`src/inc/psio_pkg.sv`:
```
// package: register map, error codes and timing constants of the plc supervisor
// How it works
// disabled input image ignores its pin
// disabled output drives only forced value
// re-enabled points follow pins and scan again
// stopped: run led 2 s on, 2 s off
// running: run led 0.25 s on/off
// run/stop only by tool, state retained
// program pack: run at power-up if syntax ok
// runtime fault forces stop, lights error led
// minor fault waits power cycle, serious waits clear
// error led dark without system error
// anomaly: error led flashes, outputs 0-3 show code
// binary code, output 0 is lsb
// port is slave: reply only after request
// rx/tx leds lit while activity lasts
// input led follows external input
// output led lit when output driven on
// blink counters from clock, cleared by reset
package psio_pkg;
	////////////////////////////////////////////////////////////////////////////////
	// register byte offsets
	localparam logic [7:0] OFS_CTRL      = 8'h00;
	localparam logic [7:0] OFS_IN_DIS    = 8'h04;
	localparam logic [7:0] OFS_IN_FORCE  = 8'h08;
	localparam logic [7:0] OFS_OUT_DIS   = 8'h0C;
	localparam logic [7:0] OFS_OUT_FORCE = 8'h10;
	localparam logic [7:0] OFS_IN_IMAGE  = 8'h14;
	localparam logic [7:0] OFS_OUT_STATE = 8'h18;
	localparam logic [7:0] OFS_ERR_CODE  = 8'h1C;
	localparam logic [7:0] OFS_IRQ_STAT  = 8'h20;
	localparam logic [7:0] OFS_IRQ_MASK  = 8'h24;
	////////////////////////////////////////////////////////////////////////////////
	// control register fields (write: commands, read: state)
	localparam int CTRL_START       = 0;
	localparam int CTRL_STOP        = 1;
	localparam int CTRL_CLEAR_FAULT = 2;
	localparam int STAT_RUN         = 0;
	localparam int STAT_ERR         = 1;
	localparam int STAT_SERIOUS     = 2;
	localparam int STAT_MINOR       = 3;
	// interrupt status bits
	localparam int IRQ_FAULT   = 0;
	localparam int IRQ_SERIOUS = 1;
	localparam int IRQ_RUNCHG  = 2;
	localparam int IRQ_REQUEST = 3;
	localparam int IRQ_BITS    = 4;
	localparam logic [IRQ_BITS-1:0] IRQ_MASK_RESET = 4'h0;
	////////////////////////////////////////////////////////////////////////////////
	// error codes shown on output leds 0-3
	localparam logic [3:0] ERR_NONE        = 4'h0;
	localparam logic [3:0] ERR_UNSUPPORTED = 4'h1;
	localparam logic [3:0] ERR_ID_MISMATCH = 4'h2;
	localparam logic [3:0] ERR_CHECKSUM    = 4'h3;
	localparam logic [3:0] ERR_STACK       = 4'h4;
	localparam logic [3:0] ERR_WATCHDOG    = 4'h5;
	localparam logic [3:0] ERR_MAIN_IO     = 4'h6;
	localparam logic [3:0] ERR_SYNTAX      = 4'h7;
	localparam logic [3:0] ERR_EXP_MODULES = 4'h8;
	localparam logic [3:0] ERR_EXP_POINTS  = 4'h9;
	localparam logic [3:0] ERR_FLASH_CRC   = 4'hA;
	localparam logic [3:0] ERR_RESERVED_B  = 4'hB;
	localparam logic [3:0] ERR_RESERVED_F  = 4'hF;
	////////////////////////////////////////////////////////////////////////////////
	// timing: clock rate and indicator half periods
	localparam int unsigned CLK_HZ          = 20_000_000;
	localparam int unsigned STOP_HALF_MS    = 2000;
	localparam int unsigned RUN_HALF_MS     = 250;
	localparam int unsigned FLASH_HALF_MS   = 500;
	localparam int unsigned STOP_HALF_CYC   = CLK_HZ / 1000 * STOP_HALF_MS;
	localparam int unsigned RUN_HALF_CYC    = CLK_HZ / 1000 * RUN_HALF_MS;
	localparam int unsigned FLASH_HALF_CYC  = CLK_HZ / 1000 * FLASH_HALF_MS;
	localparam int          BLINK_W         = 26;
endpackage : psio_pkg

```
`src/core/psio_blink.sv`:
```
// module: indicator blinker with a run-time half period
`timescale 1ns/1ps
module psio_blink #(
	parameter int W = 26
) (
	input  wire logic         i_clk,
	input  wire logic         i_reset,
	input  wire logic         i_enable,
	input  wire logic [W-1:0] i_half,
	output logic              o_led
);
	logic [W-1:0] count;

	// half-period counter, led starts on when enabled
	always_ff @(posedge i_clk) begin
		if (i_reset || !i_enable) begin
			count <= '0;
			o_led <= 1'b0;
		end else if (count == '0 && !o_led) begin
			o_led <= 1'b1;
			count <= W'(1);
		end else if (count >= i_half) begin
			o_led <= ~o_led;
			count <= W'(1);
		end else begin
			count <= count + W'(1);
		end
	end
endmodule : psio_blink

```
`src/core/psio_top.sv`:
```
// module: plc supervision, indicators and i/o disable/force over wishbone
`timescale 1ns/1ps
module psio_top #(
	parameter int              N_IN       = 8,
	parameter int              N_OUT      = 8,
	parameter int unsigned     STOP_HALF  = psio_pkg::STOP_HALF_CYC,
	parameter int unsigned     RUN_HALF   = psio_pkg::RUN_HALF_CYC,
	parameter int unsigned     FLASH_HALF = psio_pkg::FLASH_HALF_CYC
) (
	input  wire logic             i_clk,
	input  wire logic             i_reset,
	// wishbone slave
	input  wire logic             i_wb_cyc,
	input  wire logic             i_wb_stb,
	input  wire logic             i_wb_we,
	input  wire logic [7:0]       i_wb_adr,
	input  wire logic [3:0]       i_wb_sel,
	input  wire logic [31:0]      i_wb_dat,
	output logic      [31:0]      o_wb_dat,
	output logic                  o_wb_ack,
	output logic                  o_irq,
	// i/o points
	input  wire logic [N_IN-1:0]  i_input_point,
	output logic      [N_IN-1:0]  o_input_image,
	output logic      [N_IN-1:0]  o_input_led,
	input  wire logic [N_OUT-1:0] i_scan_out,
	output logic      [N_OUT-1:0] o_output_point,
	output logic      [N_OUT-1:0] o_output_led,
	// run state, retention and program pack
	input  wire logic             i_retained_run,
	input  wire logic             i_pack_present,
	input  wire logic             i_pack_syntax_ok,
	output logic                  o_retain_run,
	output logic                  o_scan_enable,
	// runtime faults
	input  wire logic             i_fault,
	input  wire logic             i_fault_serious,
	input  wire logic [3:0]       i_fault_code,
	// built-in port activity
	input  wire logic             i_rx_busy,
	input  wire logic             i_tx_busy,
	output logic                  o_tx_grant,
	output logic                  o_rx_led,
	output logic                  o_tx_led,
	// status indicators
	output logic                  o_power_indicator,
	output logic                  o_run_led,
	output logic                  o_err_led
);
	localparam int W = psio_pkg::BLINK_W;

	logic [N_IN-1:0]  in_dis;
	logic [N_IN-1:0]  in_force;
	logic [N_IN-1:0]  in_filt;
	logic [N_OUT-1:0] out_dis;
	logic [N_OUT-1:0] out_force;
	logic [N_OUT-1:0] next_out;
	logic [psio_pkg::IRQ_BITS-1:0] irq_stat;
	logic [psio_pkg::IRQ_BITS-1:0] irq_mask;
	logic [psio_pkg::IRQ_BITS-1:0] irq_set;
	logic [3:0]       err_code;
	logic             run;
	logic             booting;
	logic             err_minor;
	logic             err_serious;
	logic             err_active;
	logic             anomaly;
	logic             req_pending;
	logic             rx_q;
	logic             tx_q;
	logic             wr;
	logic             rd_ok;
	logic [31:0]      rd_data;
	logic             start_cmd;
	logic             stop_cmd;
	logic             clear_cmd;
	logic             run_blink;
	logic             flash_blink;
	logic [W-1:0]     run_half;

	////////////////////////////////////////////////////////////////////////////////
	// byte-lane merge for wishbone writes
	function automatic logic [31:0] merge(input logic [31:0] old, input logic [31:0] nw,
		input logic [3:0] sel);
		logic [31:0] r;
		r = old;
		for (int b = 0; b < 4; b++) begin
			if (sel[b]) begin
				r[b*8 +: 8] = nw[b*8 +: 8];
			end
		end
		return r;
	endfunction : merge

	////////////////////////////////////////////////////////////////////////////////
	// wishbone decode: one-cycle ack, write on request cycle
	assign wr        = i_wb_cyc && i_wb_stb && i_wb_we && !o_wb_ack;
	assign start_cmd = wr && i_wb_adr == psio_pkg::OFS_CTRL && i_wb_sel[0]
		&& i_wb_dat[psio_pkg::CTRL_START];
	assign stop_cmd  = wr && i_wb_adr == psio_pkg::OFS_CTRL && i_wb_sel[0]
		&& i_wb_dat[psio_pkg::CTRL_STOP];
	assign clear_cmd = wr && i_wb_adr == psio_pkg::OFS_CTRL && i_wb_sel[0]
		&& i_wb_dat[psio_pkg::CTRL_CLEAR_FAULT];

	// read multiplexer, unmapped reads return zero
	always_comb begin
		rd_ok   = 1'b1;
		rd_data = 32'h0000_0000;
		case (i_wb_adr)
			psio_pkg::OFS_CTRL: begin
				rd_data[psio_pkg::STAT_RUN]     = run;
				rd_data[psio_pkg::STAT_ERR]     = err_active;
				rd_data[psio_pkg::STAT_SERIOUS] = err_serious;
				rd_data[psio_pkg::STAT_MINOR]   = err_minor;
			end
			psio_pkg::OFS_IN_DIS:    rd_data = 32'(in_dis);
			psio_pkg::OFS_IN_FORCE:  rd_data = 32'(in_force);
			psio_pkg::OFS_OUT_DIS:   rd_data = 32'(out_dis);
			psio_pkg::OFS_OUT_FORCE: rd_data = 32'(out_force);
			psio_pkg::OFS_IN_IMAGE:  rd_data = 32'(o_input_image);
			psio_pkg::OFS_OUT_STATE: rd_data = 32'(o_output_point);
			psio_pkg::OFS_ERR_CODE:  rd_data = 32'(err_code);
			psio_pkg::OFS_IRQ_STAT:  rd_data = 32'(irq_stat);
			psio_pkg::OFS_IRQ_MASK:  rd_data = 32'(irq_mask);
			default:                 rd_ok   = 1'b0;
		endcase
	end

	// ack and registered read data
	always_ff @(posedge i_clk) begin
		if (i_reset) begin
			o_wb_ack <= 1'b0;
			o_wb_dat <= 32'h0000_0000;
		end else begin
			o_wb_ack <= i_wb_cyc && i_wb_stb && !o_wb_ack;
			o_wb_dat <= (rd_ok && !i_wb_we) ? rd_data : 32'h0000_0000;
		end
	end

	// disable and force registers
	always_ff @(posedge i_clk) begin
		if (i_reset) begin
			in_dis    <= '0;
			in_force  <= '0;
			out_dis   <= '0;
			out_force <= '0;
		end else if (wr) begin
			case (i_wb_adr)
				psio_pkg::OFS_IN_DIS:
					in_dis <= N_IN'(merge(32'(in_dis), i_wb_dat, i_wb_sel));
				psio_pkg::OFS_IN_FORCE:
					in_force <= N_IN'(merge(32'(in_force), i_wb_dat, i_wb_sel));
				psio_pkg::OFS_OUT_DIS:
					out_dis <= N_OUT'(merge(32'(out_dis), i_wb_dat, i_wb_sel));
				psio_pkg::OFS_OUT_FORCE:
					out_force <= N_OUT'(merge(32'(out_force), i_wb_dat, i_wb_sel));
				default: ;
			endcase
		end
	end

	////////////////////////////////////////////////////////////////////////////////
	// input synchronisers: three flops, change taken when second and third agree
	for (genvar g = 0; g < N_IN; g++) begin : g_in
		logic s1;
		logic s2;
		logic s3;
		always_ff @(posedge i_clk) begin
			if (i_reset) begin
				s1         <= 1'b0;
				s2         <= 1'b0;
				s3         <= 1'b0;
				in_filt[g] <= 1'b0;
			end else begin
				s1 <= i_input_point[g];
				s2 <= s1;
				s3 <= s2;
				if (s2 == s3) begin
					in_filt[g] <= s3;
				end
			end
		end
	end

	// input image and input leds
	always_ff @(posedge i_clk) begin
		if (i_reset) begin
			o_input_image <= '0;
			o_input_led   <= '0;
		end else begin
			o_input_image <= (in_dis & in_force) | (~in_dis & in_filt);
			o_input_led   <= in_filt;
		end
	end

	////////////////////////////////////////////////////////////////////////////////
	// output drive: force for disabled points, code display blanks outputs 0-3
	always_comb begin
		next_out = (out_dis & out_force) | (~out_dis & i_scan_out);
		if (anomaly) begin
			next_out[3:0] = 4'h0;
		end
	end

	always_ff @(posedge i_clk) begin
		if (i_reset) begin
			o_output_point <= '0;
			o_output_led   <= '0;
		end else begin
			o_output_point <= next_out;
			o_output_led   <= next_out;
			if (anomaly) begin
				o_output_led[3:0] <= err_code;
			end
		end
	end

	////////////////////////////////////////////////////////////////////////////////
	// fault latch: minor cleared only by reset, serious by clear command
	assign err_active = err_minor || err_serious;
	assign anomaly    = err_active && err_code != psio_pkg::ERR_NONE;

	always_ff @(posedge i_clk) begin
		if (i_reset) begin
			err_minor   <= 1'b0;
			err_serious <= 1'b0;
			err_code    <= psio_pkg::ERR_NONE;
		end else if (i_fault) begin
			err_minor   <= err_minor || !i_fault_serious;
			err_serious <= err_serious || i_fault_serious;
			err_code    <= i_fault_code;
		end else if (clear_cmd && err_serious) begin
			err_serious <= 1'b0;
			if (!err_minor) begin
				err_code <= psio_pkg::ERR_NONE;
			end
		end
	end

	////////////////////////////////////////////////////////////////////////////////
	// run state: restored after reset, changed by tool, stopped by faults
	always_ff @(posedge i_clk) begin
		if (i_reset) begin
			run          <= 1'b0;
			booting      <= 1'b1;
			o_retain_run <= 1'b0;
		end else if (booting) begin
			booting      <= 1'b0;
			o_retain_run <= i_retained_run;
			if (i_pack_present) begin
				run <= i_pack_syntax_ok;
			end else begin
				run <= i_retained_run;
			end
			// a fault in the boot cycle must not leave the block running
			if (i_fault) begin
				run <= 1'b0;
			end
		end else if (i_fault) begin
			run <= 1'b0;
		end else if (stop_cmd) begin
			run          <= 1'b0;
			o_retain_run <= 1'b0;
		end else if (start_cmd && !err_active) begin
			run          <= 1'b1;
			o_retain_run <= 1'b1;
		end
	end
	assign o_scan_enable = run;

	////////////////////////////////////////////////////////////////////////////////
	// built-in port: reply granted only after a request has been received
	always_ff @(posedge i_clk) begin
		if (i_reset) begin
			rx_q        <= 1'b0;
			tx_q        <= 1'b0;
			req_pending <= 1'b0;
			o_rx_led    <= 1'b0;
			o_tx_led    <= 1'b0;
		end else begin
			rx_q     <= i_rx_busy;
			tx_q     <= i_tx_busy;
			o_rx_led <= i_rx_busy;
			o_tx_led <= i_tx_busy;
			if (rx_q && !i_rx_busy) begin
				req_pending <= 1'b1;
			end else if (tx_q && !i_tx_busy) begin
				req_pending <= 1'b0;
			end
		end
	end
	assign o_tx_grant = req_pending;

	////////////////////////////////////////////////////////////////////////////////
	// interrupt status, write one to clear, set wins
	assign irq_set[psio_pkg::IRQ_FAULT]   = i_fault;
	assign irq_set[psio_pkg::IRQ_SERIOUS] = i_fault && i_fault_serious;
	assign irq_set[psio_pkg::IRQ_RUNCHG]  = (i_fault && run) || (stop_cmd && run)
		|| (start_cmd && !run && !err_active);
	assign irq_set[psio_pkg::IRQ_REQUEST] = rx_q && !i_rx_busy;

	always_ff @(posedge i_clk) begin
		if (i_reset) begin
			irq_stat <= '0;
		end else if (wr && i_wb_adr == psio_pkg::OFS_IRQ_STAT && i_wb_sel[0]) begin
			irq_stat <= (irq_stat & ~i_wb_dat[psio_pkg::IRQ_BITS-1:0]) | irq_set;
		end else begin
			irq_stat <= irq_stat | irq_set;
		end
	end

	always_ff @(posedge i_clk) begin
		if (i_reset) begin
			irq_mask <= psio_pkg::IRQ_MASK_RESET;
		end else if (wr && i_wb_adr == psio_pkg::OFS_IRQ_MASK && i_wb_sel[0]) begin
			irq_mask <= i_wb_dat[psio_pkg::IRQ_BITS-1:0];
		end
	end
	assign o_irq = |(irq_stat & irq_mask);

	////////////////////////////////////////////////////////////////////////////////
	// indicators: run blink rate by state, error steady or flashing
	assign run_half = run ? W'(RUN_HALF) : W'(STOP_HALF);

	psio_blink #(.W(W)) u_run_blink (
		.i_clk    (i_clk),
		.i_reset  (i_reset),
		.i_enable (!booting),
		.i_half   (run_half),
		.o_led    (run_blink)
	);

	psio_blink #(.W(W)) u_flash_blink (
		.i_clk    (i_clk),
		.i_reset  (i_reset),
		.i_enable (anomaly),
		.i_half   (W'(FLASH_HALF)),
		.o_led    (flash_blink)
	);

	assign o_run_led         = run_blink;
	assign o_err_led         = anomaly ? flash_blink : err_active;
	assign o_power_indicator = !i_reset;

	////////////////////////////////////////////////////////////////////////////////
	// checks
	a_in_disabled_hold: assert property (@(posedge i_clk) disable iff (i_reset)
		$past(in_dis[0]) && !$past(i_reset) |-> o_input_image[0] == $past(in_force[0]))
		else $error("disabled input image not forced");

	a_out_force_value: assert property (@(posedge i_clk) disable iff (i_reset)
		$past(out_dis[N_OUT-1]) && !$past(i_reset) |->
		o_output_point[N_OUT-1] == $past(out_force[N_OUT-1]))
		else $error("disabled output not at forced value");

	a_out_follow_scan: assert property (@(posedge i_clk) disable iff (i_reset)
		!$past(i_reset) && $past(out_dis) == '0 && !$past(anomaly) |->
		o_output_point == $past(i_scan_out))
		else $error("enabled outputs not following scan");

	a_fault_stops_run: assert property (@(posedge i_clk) disable iff (i_reset)
		i_fault |=> !run && err_active ##1 !run)
		else $error("fault did not stop run");

	a_serious_refuse: assert property (@(posedge i_clk) disable iff (i_reset)
		err_serious && !run && !i_fault && !booting && start_cmd |=> !run)
		else $error("start accepted during serious fault");

	a_err_dark: assert property (@(posedge i_clk) disable iff (i_reset)
		!err_active |-> !o_err_led)
		else $error("error led lit without error");

	a_code_display: assert property (@(posedge i_clk) disable iff (i_reset)
		anomaly && $stable(err_code) && $past(anomaly) |=>
		o_output_point[3:0] == 4'h0 && o_output_led[3:0] == $past(err_code))
		else $error("error code not shown on outputs 0-3");

	a_reply_after_req: assert property (@(posedge i_clk) disable iff (i_reset)
		$rose(o_tx_grant) |-> $past(rx_q) && !$past(i_rx_busy))
		else $error("reply granted without request");

	a_rx_led_tracks: assert property (@(posedge i_clk) disable iff (i_reset)
		!$past(i_reset) |-> o_rx_led == $past(i_rx_busy) && o_tx_led == $past(i_tx_busy))
		else $error("activity led not tracking port");

	a_pack_boot_run: assert property (@(posedge i_clk) disable iff (i_reset)
		booting && i_pack_present && i_pack_syntax_ok && !i_fault |=> run [*2])
		else $error("program pack did not start run");
endmodule : psio_top

```
`config.mk`:
```
export PLATFORM = sky130hd
export DESIGN_NAME = psio_top
export DESIGN_NICKNAME = d
export VERILOG_FILES = /design/src/inc/psio_pkg.sv /design/src/core/psio_blink.sv /design/src/core/psio_top.sv
export SDC_FILE = /design/constraint.sdc
export NUM_CORES = 1
export LEC_CHECK = 0
export BUFFER_PORTS_ARGS = -buffer_cell sky130_fd_sc_hd__buf_4
export CAP_MARGIN = 20
export CORE_MARGIN = 5
export CORE_UTILIZATION = 60
export DETAILED_ROUTE_END_ITERATION = 12
export PLACE_DENSITY = 0.88
export SYNTH_ARGS = -nofsm -noshare
export SYNTH_HDL_FRONTEND = slang
export SYNTH_HIERARCHICAL = 1
export SYNTH_SLANG_ARGS = --single-unit
```
`constraint.sdc`:
```
create_clock -name i_clk -period 5.47 [get_ports i_clk]
set_clock_uncertainty 0.2 [all_clocks]
set_input_delay 0.547 -clock i_clk [delete_from_list [all_inputs] [get_ports i_clk]]
set_output_delay 0.547 -clock i_clk [all_outputs]
set_load 0.1 [all_outputs]
```
# After elaboration in Yosys (flattened, before gate mapping)
# Index checks and enable logic that the tools add are counted.
word_totals:
  register_bits: 203
  input_bits: 76
  out_inout_bits: 74
  elab_cells: 195
classes:
  addsub: 2
  order_cmp: 2
  n_eq_ne: 19
  mux: 32
  n_bitwise: 16
  reduce_logical: 65
op_table:
  columns: ["cell", "n"]
  rows:
  - ["adder 26 x 1 -> 26 bit (second input constant)", 2]
  - ["logical NOT 26 bit", 2]
  - ["one-hot mux 4 bit (10 select lines)", 1]
  - ["bitwise AND 8 bit", 4]
  - ["== test 8 x 5 -> 1 bit (second input constant)", 4]
  - [">= comparator 26 x 24 -> 1 bit (second input constant)", 1]
  - [">= comparator 26 bit", 1]
  - ["logical AND 1 bit", 26]
  - ["two-way mux 26 bit", 1]
  - ["two-way mux 4 bit", 6]
  - ["one-hot mux 4 bit (6 select lines)", 1]
  - ["two-way mux 1 bit", 23]
  - ["== test 8 x 4 -> 1 bit (second input constant)", 2]
  - ["== test 8 x 6 -> 1 bit (second input constant)", 2]
  - ["inverter 8 bit", 2]
  - ["OR 8 bit", 2]
  - ["AND reduction 3 bit", 4]
  - ["logical NOT 1 bit", 11]
  - ["OR reduction 10 bit", 1]
  - ["bitwise AND 4 bit", 2]
  - ["== test 1 bit", 8]
  - ["== test 8 x 3 -> 1 bit (second input constant)", 1]
  - ["logical NOT 8 bit", 1]
  - ["OR 4 bit", 2]
  - ["12 further kinds", 26]

# Logic depth before layout (Yosys ltp)
# Gate-level depths: netlist (run 1).
logic_depth:
  ltp_word: 11
  ltp_mapped: 10
  depth_no_buf: 9

# Hierarchy
# The synthesis (run 1) kept the hierarchy.
by_module_without_submodules:
  columns: ["module", "instances", "cells_each", "area_each_um2", "seq_area_each_um2"]
  rows:
  - ["psio_top", 1, 521, 4914.7, 2422.3]
  - ["psio_blink (u_flash_blink)", 1, 230, 2085.8, 540.5]
  - ["psio_blink (u_run_blink)", 1, 228, 1893.1, 540.5]

# Worst setup path before layout (run 1)
# OpenSTA, ideal clock, no wires.
synth_path:
  path_type: "reg2reg"
  from: "register run (netlist: o_scan_enable)"
  to: "register u_run_blink.count[10]"
  setup_ns: 0.117
  arrival_time_ns: 2.694
  required_time_ns: 5.153
  slack_ns: 2.459
  stages_incl_launch_ff: 11
  path_buffers: 1
  synth_period_minus_slack_ns: 3.011
  path_cell_list: "dfxtp_1 -> inv_1 -> inv_1 -> ha_1 -> and4_1 -> nor4bb_1 -> a41oi_1 -> o211a_1 -> nand3b_2 -> buf_2 -> nor2_1"
synth_via:
  elab_chain_cells: 3
synth_lines:
  columns: ["item", "line_no", "rtl"]
  rows:
  - ["start: declaration", "psio_top.sv:62", "logic run;"]
  - ["start signal: assignment", "psio_top.sv:251", "run <= i_pack_syntax_ok;"]
  - ["start signal: assignment", "psio_top.sv:253", "run <= i_retained_run;"]
  - ["two-way mux 26 bit", "psio_top.sv:323", "assign run_half = run ? W'(RUN_HALF) : W'(STOP_HALF);"]
  - ["net run_half[12]", "psio_top.sv:79", "logic [W-1:0] run_half;"]
  - [">= comparator 26 bit", "psio_blink.sv:22", "end else if (count >= i_half) begin"]
  - ["OR reduction 3 bit (no line)", null, null]
  - ["end signal: assignment", "psio_blink.sv:26", "count <= count + W'(1);"]
  - ["end: declaration", "psio_blink.sv:12", "logic [W-1:0] count;"]
# The timed path passes the listed nets, and every way through them passes these cells.
# A chain may end at the register's enable or synchronous reset.

# Final worst setup path (run 1)
layout_path:
  from: "register run (netlist: o_scan_enable)"
  to: "register u_run_blink.count[16]"
layout_via:
  elab_chain_cells: 3
layout_lines:
  columns: ["item", "line_no"]
  rows:
  - ["two-way mux 26 bit", "psio_top.sv:323"]
  - [">= comparator 26 bit", "psio_blink.sv:22"]
  - ["OR reduction 3 bit (no line)", null]
# Every way passes these cells.

==> impl_results.md, run 1 <==
* Finished Cell Area at 0.01033 mm²
* Overflow after GRT at 0
* Post-Layout Cell Count at 1,299
* Postcts setup bufs at 0
* Leakage at 4.349 nW
* Most frequent cells in the layout: 175 x dfxtp_1, 116 x nor2_1, 99 x buf_4
* CP required at 5.62 ns
* Routability cong. at 0.9145
* Filler Cell Count at 1,059
* Reg power frac at 0.451
* Post-synth EDFFs at 0
* Total GRT Usage at 0.2400
* H-tree lvl count at 4
* # resized after CTS at 0
* Hold crit path type: in2reg
* Residual DRC at 0
* Outcome: complete, no violations
* Synth area leader: dfxtp_1
* First-pass GRT wire length at 34.51 mm
* Max IR drop VDD at 0.2602 mV
* Fmax achieved at 0.3274 GHz
* Top area cells in the synthesized netlist: dfxtp_1 39%, ha_1 7.9%, mux2i_1 6.3%
* Setup Viol. Count Final at 0
* Post-synthesis sequential area ratio at 0.3939
* Crit path capture type: flip-flop
* Root Driver: clkbuf_16
* Sw power at 0.8257 mW
* Synth Register Bits at 175
* Die height at 131.7 µm
* Netlist Area Pre-Place at 0.008894 mm²
* First-pass iteration count of the detailed router at 5
* CTS tree: yes
* Layout area overhead at 16.19%
* Fin crit period at 3.055 ns
* Ys flop type: dfxtp_1
* Slew Viols, Final at 0
* Number of port buffers at 98
* Worst-case clock buffer depth at 2
* Row count at 44
* Post-Syn Instances at 979
* Post-synth cell types at 72
* Top Ports at 150
* Clk network pwr share at 0.429
* Vias at 7,263
* Final period utilization at 0.5585
* RSZ-0062 raised after global routing: false
* Routed Antenna Nets at 0
* Clk sink count at 175
* Vias in the first global route at 7,126
* Commonest non-fill, non-tap cell in the layout: dfxtp_1
* Clk pin slew, worst setup/hold paths at 0.07 ns
* Core area at 0.01453 mm²
* PD cells at 281.8 mW/mm²
* WHS at 0.1209 ns
* Placement Setup Slack at 2.350 ns
* Initial antenna violation count at 0
* Fin worst setup slack at 2.415 ns
* Number of warnings issued by yosys at 6
* Post-DR vias/cell at 5.591
* CP Max Fanout at 25
* CTS buffer count at 17
* Type of element launching the critical path: flip-flop
* Ys async rst share at 0
* DP Cell Count at 1,267
* Setup TNS at 0 ns
* Max-slew headroom at 0.4112
* Initial Utilization at 0.6119
* DRT Wirelength at 21.16 mm
* Comb power frac at 0.119
* Internal cell power at 2.087 mW
* Final hold vios at 0
* DP Area at 0.009722 mm²
* Pin count of the biggest net entering global routing at 90
* Slew @ Worst Pin at 0.8709 ns
* Post-DR wirelength/cell at 16.29 µm
* HPWL Detailed at 15.09 mm
* Layout Nets at 1,234
* Final total power at 2.913 mW
* Switching portion of total power at 0.2835
* Largest regs: u_flash_blink/count x26, u_run_blink/count x26
* Horiz. Die Dim at 131.7 µm
* Synth top area share at 0.3939
* Max_cap viols at 0
* Die area at 0.01736 mm²
* Layout cell share with drive strength beyond 1 at 0.1614
* Final core utilization at 0.7110
* Worst Path Class, Setup: reg2reg
* CP arrival at 3.20 ns
* First DRT Iteration DRCs at 532
* Syn avg cell area at 9.084 µm²
* Clock latency on the worst-skew pair at 0.43 ns
* Antenna cells at 0
* CTS Hold Bufs at 0
## critical path, cell delays in order (launching register included)
cell	delay, ns
dfxtp_1	0.55
inv_1	0.09
ha_1	0.33
and4_1	0.21
a2111oi_0	0.53
o32a_1	0.35
nand3b_2	0.45
nor2_1	0.25
## logic make-up after synthesis
family,count (synthesis),share of synthesized area
and+or+nand+nor,363,0.2314
DFF,175,0.3939
AOI/OAI and AO/OA,138,0.09834
buffers and inverters,134,0.07498
muxes,63,0.07442
adders and majority gates,56,0.07878
xor gates and xnor gates,48,0.04727
other,2,0.0008444
## layer usage
metal  track usage  share of wire  vias up
met5             0              0        -
met4        0.1051          0.035        0
met3       0.06947          0.079       58
met2        0.4010           0.49      311
met1        0.2877           0.40     3358
li1              -              -     3536
## cell type report
class | instances | area (µm²) | area share
Clock buffer | 19 | 442.9 | 0.04286
Clock inverter | 13 | 168.9 | 0.01635
Inverter | 73 | 274.0 | 0.02652
Multi-Input combinational cell | 736 | 4971 | 0.4810
Sequential cell | 175 | 3503 | 0.3390
Tap cell | 184 | 230.2 | 0.02228
Timing Repair Buffer | 99 | 743.2 | 0.07192
## Yosys cell counts (all sizes together), types with 3 or more instances
master and n:
nor3 10, a2bb2oi 3, a221oi 3, xor2 23, nand3 34, clkbuf 24
o22ai 3, nor4 19, dfxtp 175, a21oi 41, nor4b 3, a22o 4
or3 4, nor3b 3, nand2 58, buf 37, nand2b 4, a211oi 8
o21ai 34, mux2 5, nor2b 37, and4 9, a22oi 5, and3 9
a31oi 10, mux2i 56, a21o 14, xnor2 25, nand4 22, a41oi 3
inv 73, ha 56, nand3b 5, nor2 137
## final timing paths
check | from | endpoint | slack, ns | depth (start not counted)
worst min register to register | g_in[0].s1$_SDFF_PP0_ | g_in[0].s2$_SDFF_PP0_ | 0.24 | 1
worst min-delay path | i_input_point[5] | g_in[5].s1$_SDFF_PP0_ | 0.12 | 2
worst max-delay path | o_scan_enable$_SDFFE_PP0P_ | u_run_blink/count[16]$_SDFF_PP0_ | 2.42 | 7
worst max register to register | o_scan_enable$_SDFFE_PP0P_ | u_run_blink/count[16]$_SDFF_PP0_ | 2.42 | 7
## power groups by stage
stage	clock (mW)	sequential (mW)	combinational [mW]
2_1_floorplan	0	1.40	0.218
3_3_place_gp	0	1.34	0.336
3_5_place_dp	0	1.34	0.341
4_1_cts	1.27	1.31	0.343
5_1_grt	1.33	1.32	0.367
6_report	1.25	1.31	0.347
Note: power is estimated with default switching activity, not from simulation.
==> run 2: changes to the inputs <==
- ABC_AREA: default -> 1
- CORE_UTILIZATION: 60 -> 57
- PLACE_DENSITY: 0.88 -> 0.84
- clock period: 5.47 -> 2.95 ns (I/O delays scaled with it)
==> run 2 against run 1 <==
Flip-flop and latch count is the same. Routed wire length grew 14%. Final area grew 10%. Critical path type unchanged.
==> impl_results.md, run 2 <==
* Slowest library cell on the worst path: nand3_2
* Internal cell power at 3.871 mW
* Number of port buffers at 98
* Clock latency on the worst-skew pair at 0.44 ns
* R2R depth at 10
* Reg power frac at 0.444
* Setup Viol. Count Final at 0
* Fin crit period at 2.543 ns
* CTS tree: yes
* Worst Path Buf+Inv at 0
* Comb power frac at 0.127
* Layout Nets at 1,659
* Vias at 8,919
* Hold depth at 3
* Worst hold path startpoint: i_wb_dat[3]
* PD cells at 479.5 mW/mm²
* Synth top area share at 0.3676
* Final hold vios at 0
* Netlist Area Pre-Place at 0.009532 mm²
* Sw power at 1.601 mW
* Initial antenna violation count at 0
* R2R Setup Slk at 0.41 ns
* Top area cells in the synthesized netlist: dfxtp_1 37%, nand2_1 10%, inv_1 8.3%
* RSZ-0062 raised after global routing: false
* Reg2reg end: u_flash_blink/count[24]$_SDFF_PP0_
* First-pass iteration count of the detailed router at 7
* Setup TNS at 0 ns
* First DRT Iteration DRCs at 832
* Post-synth cell types at 42
* Routability cong. at 0.9114
* H-tree lvl count at 4
* Die area at 0.01941 mm²
* CP arrival at 2.70 ns
* Clk pin slew, worst setup/hold paths at 0.07 ns
* CP required at 3.10 ns
* Post-DR vias/cell at 5.068
* Row count at 47
* Top Ports at 150
* First-pass GRT wire length at 38.83 mm
* CP Max Fanout at 25
* Total GRT Usage at 0.2430
* Clk network pwr share at 0.428
* Type of element launching the critical path: flip-flop
* Ys async rst share at 0
* Largest regs: u_flash_blink/count x26, u_run_blink/count x26
* Crit path top cell by count: nand2_1
* Register area at 0.003503 mm²
* DP Area at 0.01047 mm²
* Horiz. Die Dim at 139.3 µm
* Synth Register Bits at 175
* Cell family with most CP delay: simple AND/OR/NAND/NOR gates
* Fmax achieved at 0.3932 GHz
* Die height at 139.3 µm
* Layout area overhead at 19.73%
* Antenna cells at 0
* Final total power at 5.472 mW
* Crit-path max cell delay at 0.50 ns
* Vias in the first global route at 8,271
* Layout cell share with drive strength beyond 1 at 0.1416
* Overflow after GRT at 0
* Routed Antenna Nets at 0
* Synth area leader: dfxtp_1
* Ys flop type: dfxtp_1
* DRT Wirelength at 24.20 mm
* DP Cell Count at 1,696
* CTS buffer count at 17
* Clk sink count at 175
* Post-Syn Instances at 1,359
* Crit path capture type: flip-flop
* Final period utilization at 0.8621
* Multi-input logic area at 0.005080 mm²
* Post-DR wirelength/cell at 13.75 µm
* Filler Cell Count at 1,388
* Pin count of the biggest net entering global routing at 41
* Slew @ Worst Pin at 0.6081 ns
* Max-slew headroom at 0.5931
* Crit path cell chain: ha_1, nand2_1, nand2_1, nand2_1, nand2_1, a21oi_1, nand3_1, nor2_2, nand3_2, a21oi_1
* Syn avg cell area at 7.014 µm²
* Most frequent cells in the layout: 253 x nand2_1, 212 x inv_1, 196 x nor2_1
* Commonest cells in the netlist: 253 x nand2_1, 212 x inv_1, 196 x nor2_1, 175 x dfxtp_1, 89 x a21oi_1
* Switching portion of total power at 0.2926
* Number of warnings issued by yosys at 6
* Leakage at 5.281 nW
* Max_cap viols at 0
* Post-Layout Cell Count at 1,760
* Core area at 0.01647 mm²
* Max IR drop VDD at 0.4082 mV
* R2r startpoint: u_flash_blink/count[19]$_SDFF_PP0_
* Most frequent cell after synthesis: nand2_1
* Slew Viols, Final at 0
* Crit path depth at 10
* Hold crit path type: in2reg
* Post-synth EDFFs at 0
* Outcome: complete, no violations
* Post-synthesis sequential area ratio at 0.3676
* Worst-case clock buffer depth at 2
* Root Driver: clkbuf_16
* Hold EP: out_dis[3]$_SDFFE_PP0P_
* Worst Path Class, Setup: reg2reg
* Postcts setup bufs at 0
* Initial Utilization at 0.5789
* Finished Cell Area at 0.01141 mm²
* HPWL Detailed at 17.73 mm
* Residual DRC at 0
* Commonest non-fill, non-tap cell in the layout: nand2_1
[run 2: power groups by stage]
stage | Sequential (mW) | Combinational [mW] | Clock, mW
2_1_floorplan | 2.60 | 0.409 | 0
4_1_cts | 2.43 | 0.689 | 2.36
6_report | 2.43 | 0.696 | 2.34
3_5_place_dp | 2.49 | 0.652 | 0
3_3_place_gp | 2.48 | 0.643 | 0
5_1_grt | 2.44 | 0.746 | 2.47
[run 2: routing by layer]
layer | vias up | share of wire | track usage
met2 | 337 | 0.46 | 0.3982
li1 | 4525 | - | -
met3 | 47 | 0.088 | 0.06381
met1 | 4010 | 0.43 | 0.3155
met5 | - | 0 | 0
met4 | 0 | 0.023 | 0.07364
[run 2: worst reg2reg max path, delay by kind of cell, from the launching register on]
family | cells | cell delay [ns]
flip-flops | 1 | 0.40
AND/OR/NAND/NOR | 7 | 1.04
adder cells (fa/ha/maj) | 1 | 0.34
AO/OA/AOI/OAI | 2 | 0.49
[run 2: metrics by stage]
stage | hold WS [ns] | setup WS (ns) | util
2_1_floorplan | 0.1227 | 0.1576 | -
3_3_place_gp | 0.1896 | 0.5884 | 0.6360
3_5_place_dp | 0.1946 | 0.5092 | 0.6360
4_1_cts | 0.01036 | 0.4512 | 0.6931
5_1_grt | 0.01902 | 0.1692 | 0.6931
6_report | 0.02003 | 0.4067 | 0.6931
[run 2: worst max path at each step]
stage                                             startpoint                                  to  slack (ns)
after floorplan                   o_scan_enable$_SDFFE_PP0P_    u_run_blink/count[10]$_SDFF_PP0_        0.16
after global placement            o_scan_enable$_SDFFE_PP0P_    u_run_blink/count[18]$_SDFF_PP0_        0.59
after detailed placement          o_scan_enable$_SDFFE_PP0P_    u_run_blink/count[22]$_SDFF_PP0_        0.51
after CTS                 u_flash_blink/count[19]$_SDFF_PP0_  u_flash_blink/count[24]$_SDFF_PP0_        0.45
after global routing      u_flash_blink/count[19]$_SDFF_PP0_  u_flash_blink/count[14]$_SDFF_PP0_        0.17
final                     u_flash_blink/count[19]$_SDFF_PP0_  u_flash_blink/count[24]$_SDFF_PP0_        0.41
[run 2: kinds of logic (layout without fill, tap and decap cells)]
logic type,count (synthesis),after routing,synth area share
XOR/XNOR,20,20,0.01838
AO/OA/AOI/OAI,184,184,0.1041
flip-flops,175,175,0.3676
AND/OR/NAND/NOR,645,645,0.3102
other,2,68,0.0007879
adder cells (fa/ha/maj),56,56,0.07351
buffers and inverters,277,392,0.1255
[run 2: what timing repair did]
item	CTS	global route
hold buffers	32	0
setup endpoints to repair	0	0
resized for setup	0	0
endpoints found under the hold margin	44	0
[run 2: area by class of cell]
type | instances | area share
Sequential cell | 175 | 0.3070
Clock inverter | 15 | 0.01699
Multi-Input combinational cell | 973 | 0.4451
Inverter | 226 | 0.07433
Tap cell | 220 | 0.02412
Clock buffer | 17 | 0.03728
Timing Repair Buffer | 134 | 0.09516
==> run 3: changes to the inputs <==
- PLACE_DENSITY: 0.84 -> 0.81
- RECOVER_POWER: default -> 25
==> run 3 against run 2 <==
Largest power group unchanged. Final cell count barely moved. Largest cell class unchanged. Combinational power barely moved. Global-route usage rose by 0.75 points. Critical endpoint is now u_run_blink/count[21]$_SDFF_PP0_. Non-clock buffer count fell by 1. Core utilization fell by 0.42 points. Clock power fell by 6%. Register-to-register slack barely moved. Maximum frequency fell by 0.42%.
==> impl_results.md, run 3 (synthesis results as in run 2) <==
* Outcome: complete, no violations
* Fmax achieved at 0.3916 GHz
* Vias at 8,906
* Final hold vios at 0
* Total GRT Usage at 0.2505
* Post-DR vias/cell at 5.063
* CP required at 3.09 ns
* CTS tree: yes
* Number of port buffers at 98
* CP arrival at 2.70 ns
* Pin count of the biggest net entering global routing at 52
* Core area at 0.01647 mm²
* Max-slew headroom at 0.4452
* Worst Path Class, Setup: reg2reg
* Row count at 47
* Commonest non-fill, non-tap cell in the layout: nand2_1
* Top Ports at 150
* Type of element launching the critical path: flip-flop
* Slew @ Worst Pin at 0.8322 ns
* Horiz. Die Dim at 139.3 µm
* Fin crit period at 2.554 ns
* Max_cap viols at 0
* Most frequent cells in the layout: 253 x nand2_1, 212 x inv_1, 196 x nor2_1
* Root Driver: clkbuf_16
* Filler Cell Count at 1,407
* First-pass iteration count of the detailed router at 5
* CP Max Fanout at 25
* CTS buffer count at 17
* Die area at 0.01941 mm²
* First DRT Iteration DRCs at 757
* Setup Viol. Count Final at 0
* Layout cell share with drive strength beyond 1 at 0.1410
* Initial Utilization at 0.5789
* Layout area overhead at 19.01%
* Routed Antenna Nets at 0
* Max IR drop VDD at 0.4259 mV
* Clk pin slew, worst setup/hold paths at 0.07 ns
* PD cells at 468.5 mW/mm²
* R2r startpoint: o_scan_enable$_SDFFE_PP0P_
* Hold depth at 3
* Die height at 139.3 µm
* H-tree lvl count at 4
* Worst hold path startpoint: i_wb_dat[2]
* HPWL Detailed at 18.13 mm
* Clock latency on the worst-skew pair at 0.43 ns
* Leakage at 5.253 nW
* R2R Setup Slk at 0.40 ns
* Antenna cells at 0
* Setup TNS at 0 ns
* Largest regs: u_flash_blink/count x26, u_run_blink/count x26
* Clk sink count at 175
* Worst-case clock buffer depth at 2
* Post-DR wirelength/cell at 13.86 µm
* RSZ-0062 raised after global routing: false
* Crit path capture type: flip-flop
* Overflow after GRT at 0
* Initial antenna violation count at 1
* Final period utilization at 0.8657
* First-pass GRT wire length at 40.13 mm
* Routability cong. at 0.9375
* Reg2reg end: u_run_blink/count[21]$_SDFF_PP0_
* Hold crit path type: in2reg
* DRT Wirelength at 24.38 mm
* Final total power at 5.314 mW
* Residual DRC at 0
* Register area at 0.003503 mm²
* Vias in the first global route at 8,436
* Layout Nets at 1,658
* R2R depth at 12
* Slew Viols, Final at 0
* Hold EP: in_dis[2]$_SDFFE_PP0P_
* Multi-input logic area at 0.005080 mm²
==> run 3: cell types whose count changed in the layout (fill, tap and decap cells not counted), moves of 2 or more <==
cell	before	now
clkbuf_1	0	2
clkbuf_4	0	7
clkinv_8	2	0
clkinv_2	0	3
buf_4	102	95
dlygate4sd3_1	32	30
inv_8	3	1
==> run 3: routing by layer <==
metal	global-route usage	wire length, µm	up-vias
met5	0	13	-
met3	0.05729	1971	47
met2	0.4089	11150	317
met1	0.3275	10580	4013
met4	0.08651	658	2
li1	-	-	4527
==> run 3: area by class of cell <==
class	instances	share of cell area
multi-input combinational	973	0.4478
sequential	175	0.3088
timing repair buffer	133	0.09431
inverter	226	0.07478
clock buffer	19	0.03905
tap	220	0.02427
clock inverter	13	0.01092
==> run 3: worst max path at each step <==
| stage | startpoint | end | slack [ns] | cells after the start |
|---|---|---|---|---|
| finish | o_scan_enable$_SDFFE_PP0P_ | u_run_blink/count[21]$_SDFF_PP0_ | 0.40 | 12 |
| global route | o_scan_enable$_SDFFE_PP0P_ | u_run_blink/count[21]$_SDFF_PP0_ | 0.16 | 12 |
| CTS | o_scan_enable$_SDFFE_PP0P_ | u_run_blink/count[21]$_SDFF_PP0_ | 0.40 | 12 |
| detailed placement | o_scan_enable$_SDFFE_PP0P_ | u_run_blink/count[22]$_SDFF_PP0_ | 0.47 | 12 |
| global placement | o_scan_enable$_SDFFE_PP0P_ | u_run_blink/count[21]$_SDFF_PP0_ | 0.56 | 12 |
| floorplan | o_scan_enable$_SDFFE_PP0P_ | u_run_blink/count[10]$_SDFF_PP0_ | 0.16 | 13 |
==> run 3: worst max-delay path: stages, from the launching register on <==
cell and delay (ns):
dfxtp_1 0.34, inv_1 0.16, inv_1 0.06, ha_1 0.30
nand2_1 0.09, inv_1 0.04, nand2_1 0.06, nand2_1 0.05
a21oi_1 0.17, nand3_1 0.13, nor2_2 0.24, nand3_4 0.36
a21oi_1 0.25
==> run 3: where the power goes <==
part           leakage (nW)  switching (mW)  internal (mW)
sequential             1.42          0.0281           2.41
clock                 0.277           0.985           1.20
combinational          3.56           0.524          0.171
total                  5.25            1.54           3.78
==> run 3: what timing repair did <==
action	4_1_cts	5_1_grt
setup buffers	0	0
hold endpoints to repair	40	0
gates resized for setup	0	0
hold buffers	30	0
==> run 3: through the flow <==
stage               instance area (µm²)  utilization  cells  hold slack [ns]  setup WS (ns)
floorplan                          9779            -   1425           0.1227         0.1576
global placement                  10480       0.6365   1697           0.1901         0.5584
finish                            11340       0.6889   1759          0.01832         0.3961
CTS                               11350       0.6891   1759         0.008193         0.3993
detailed placement                10480       0.6365   1697           0.1938         0.4742
global route                      11340       0.6889   1759          0.03789         0.1612
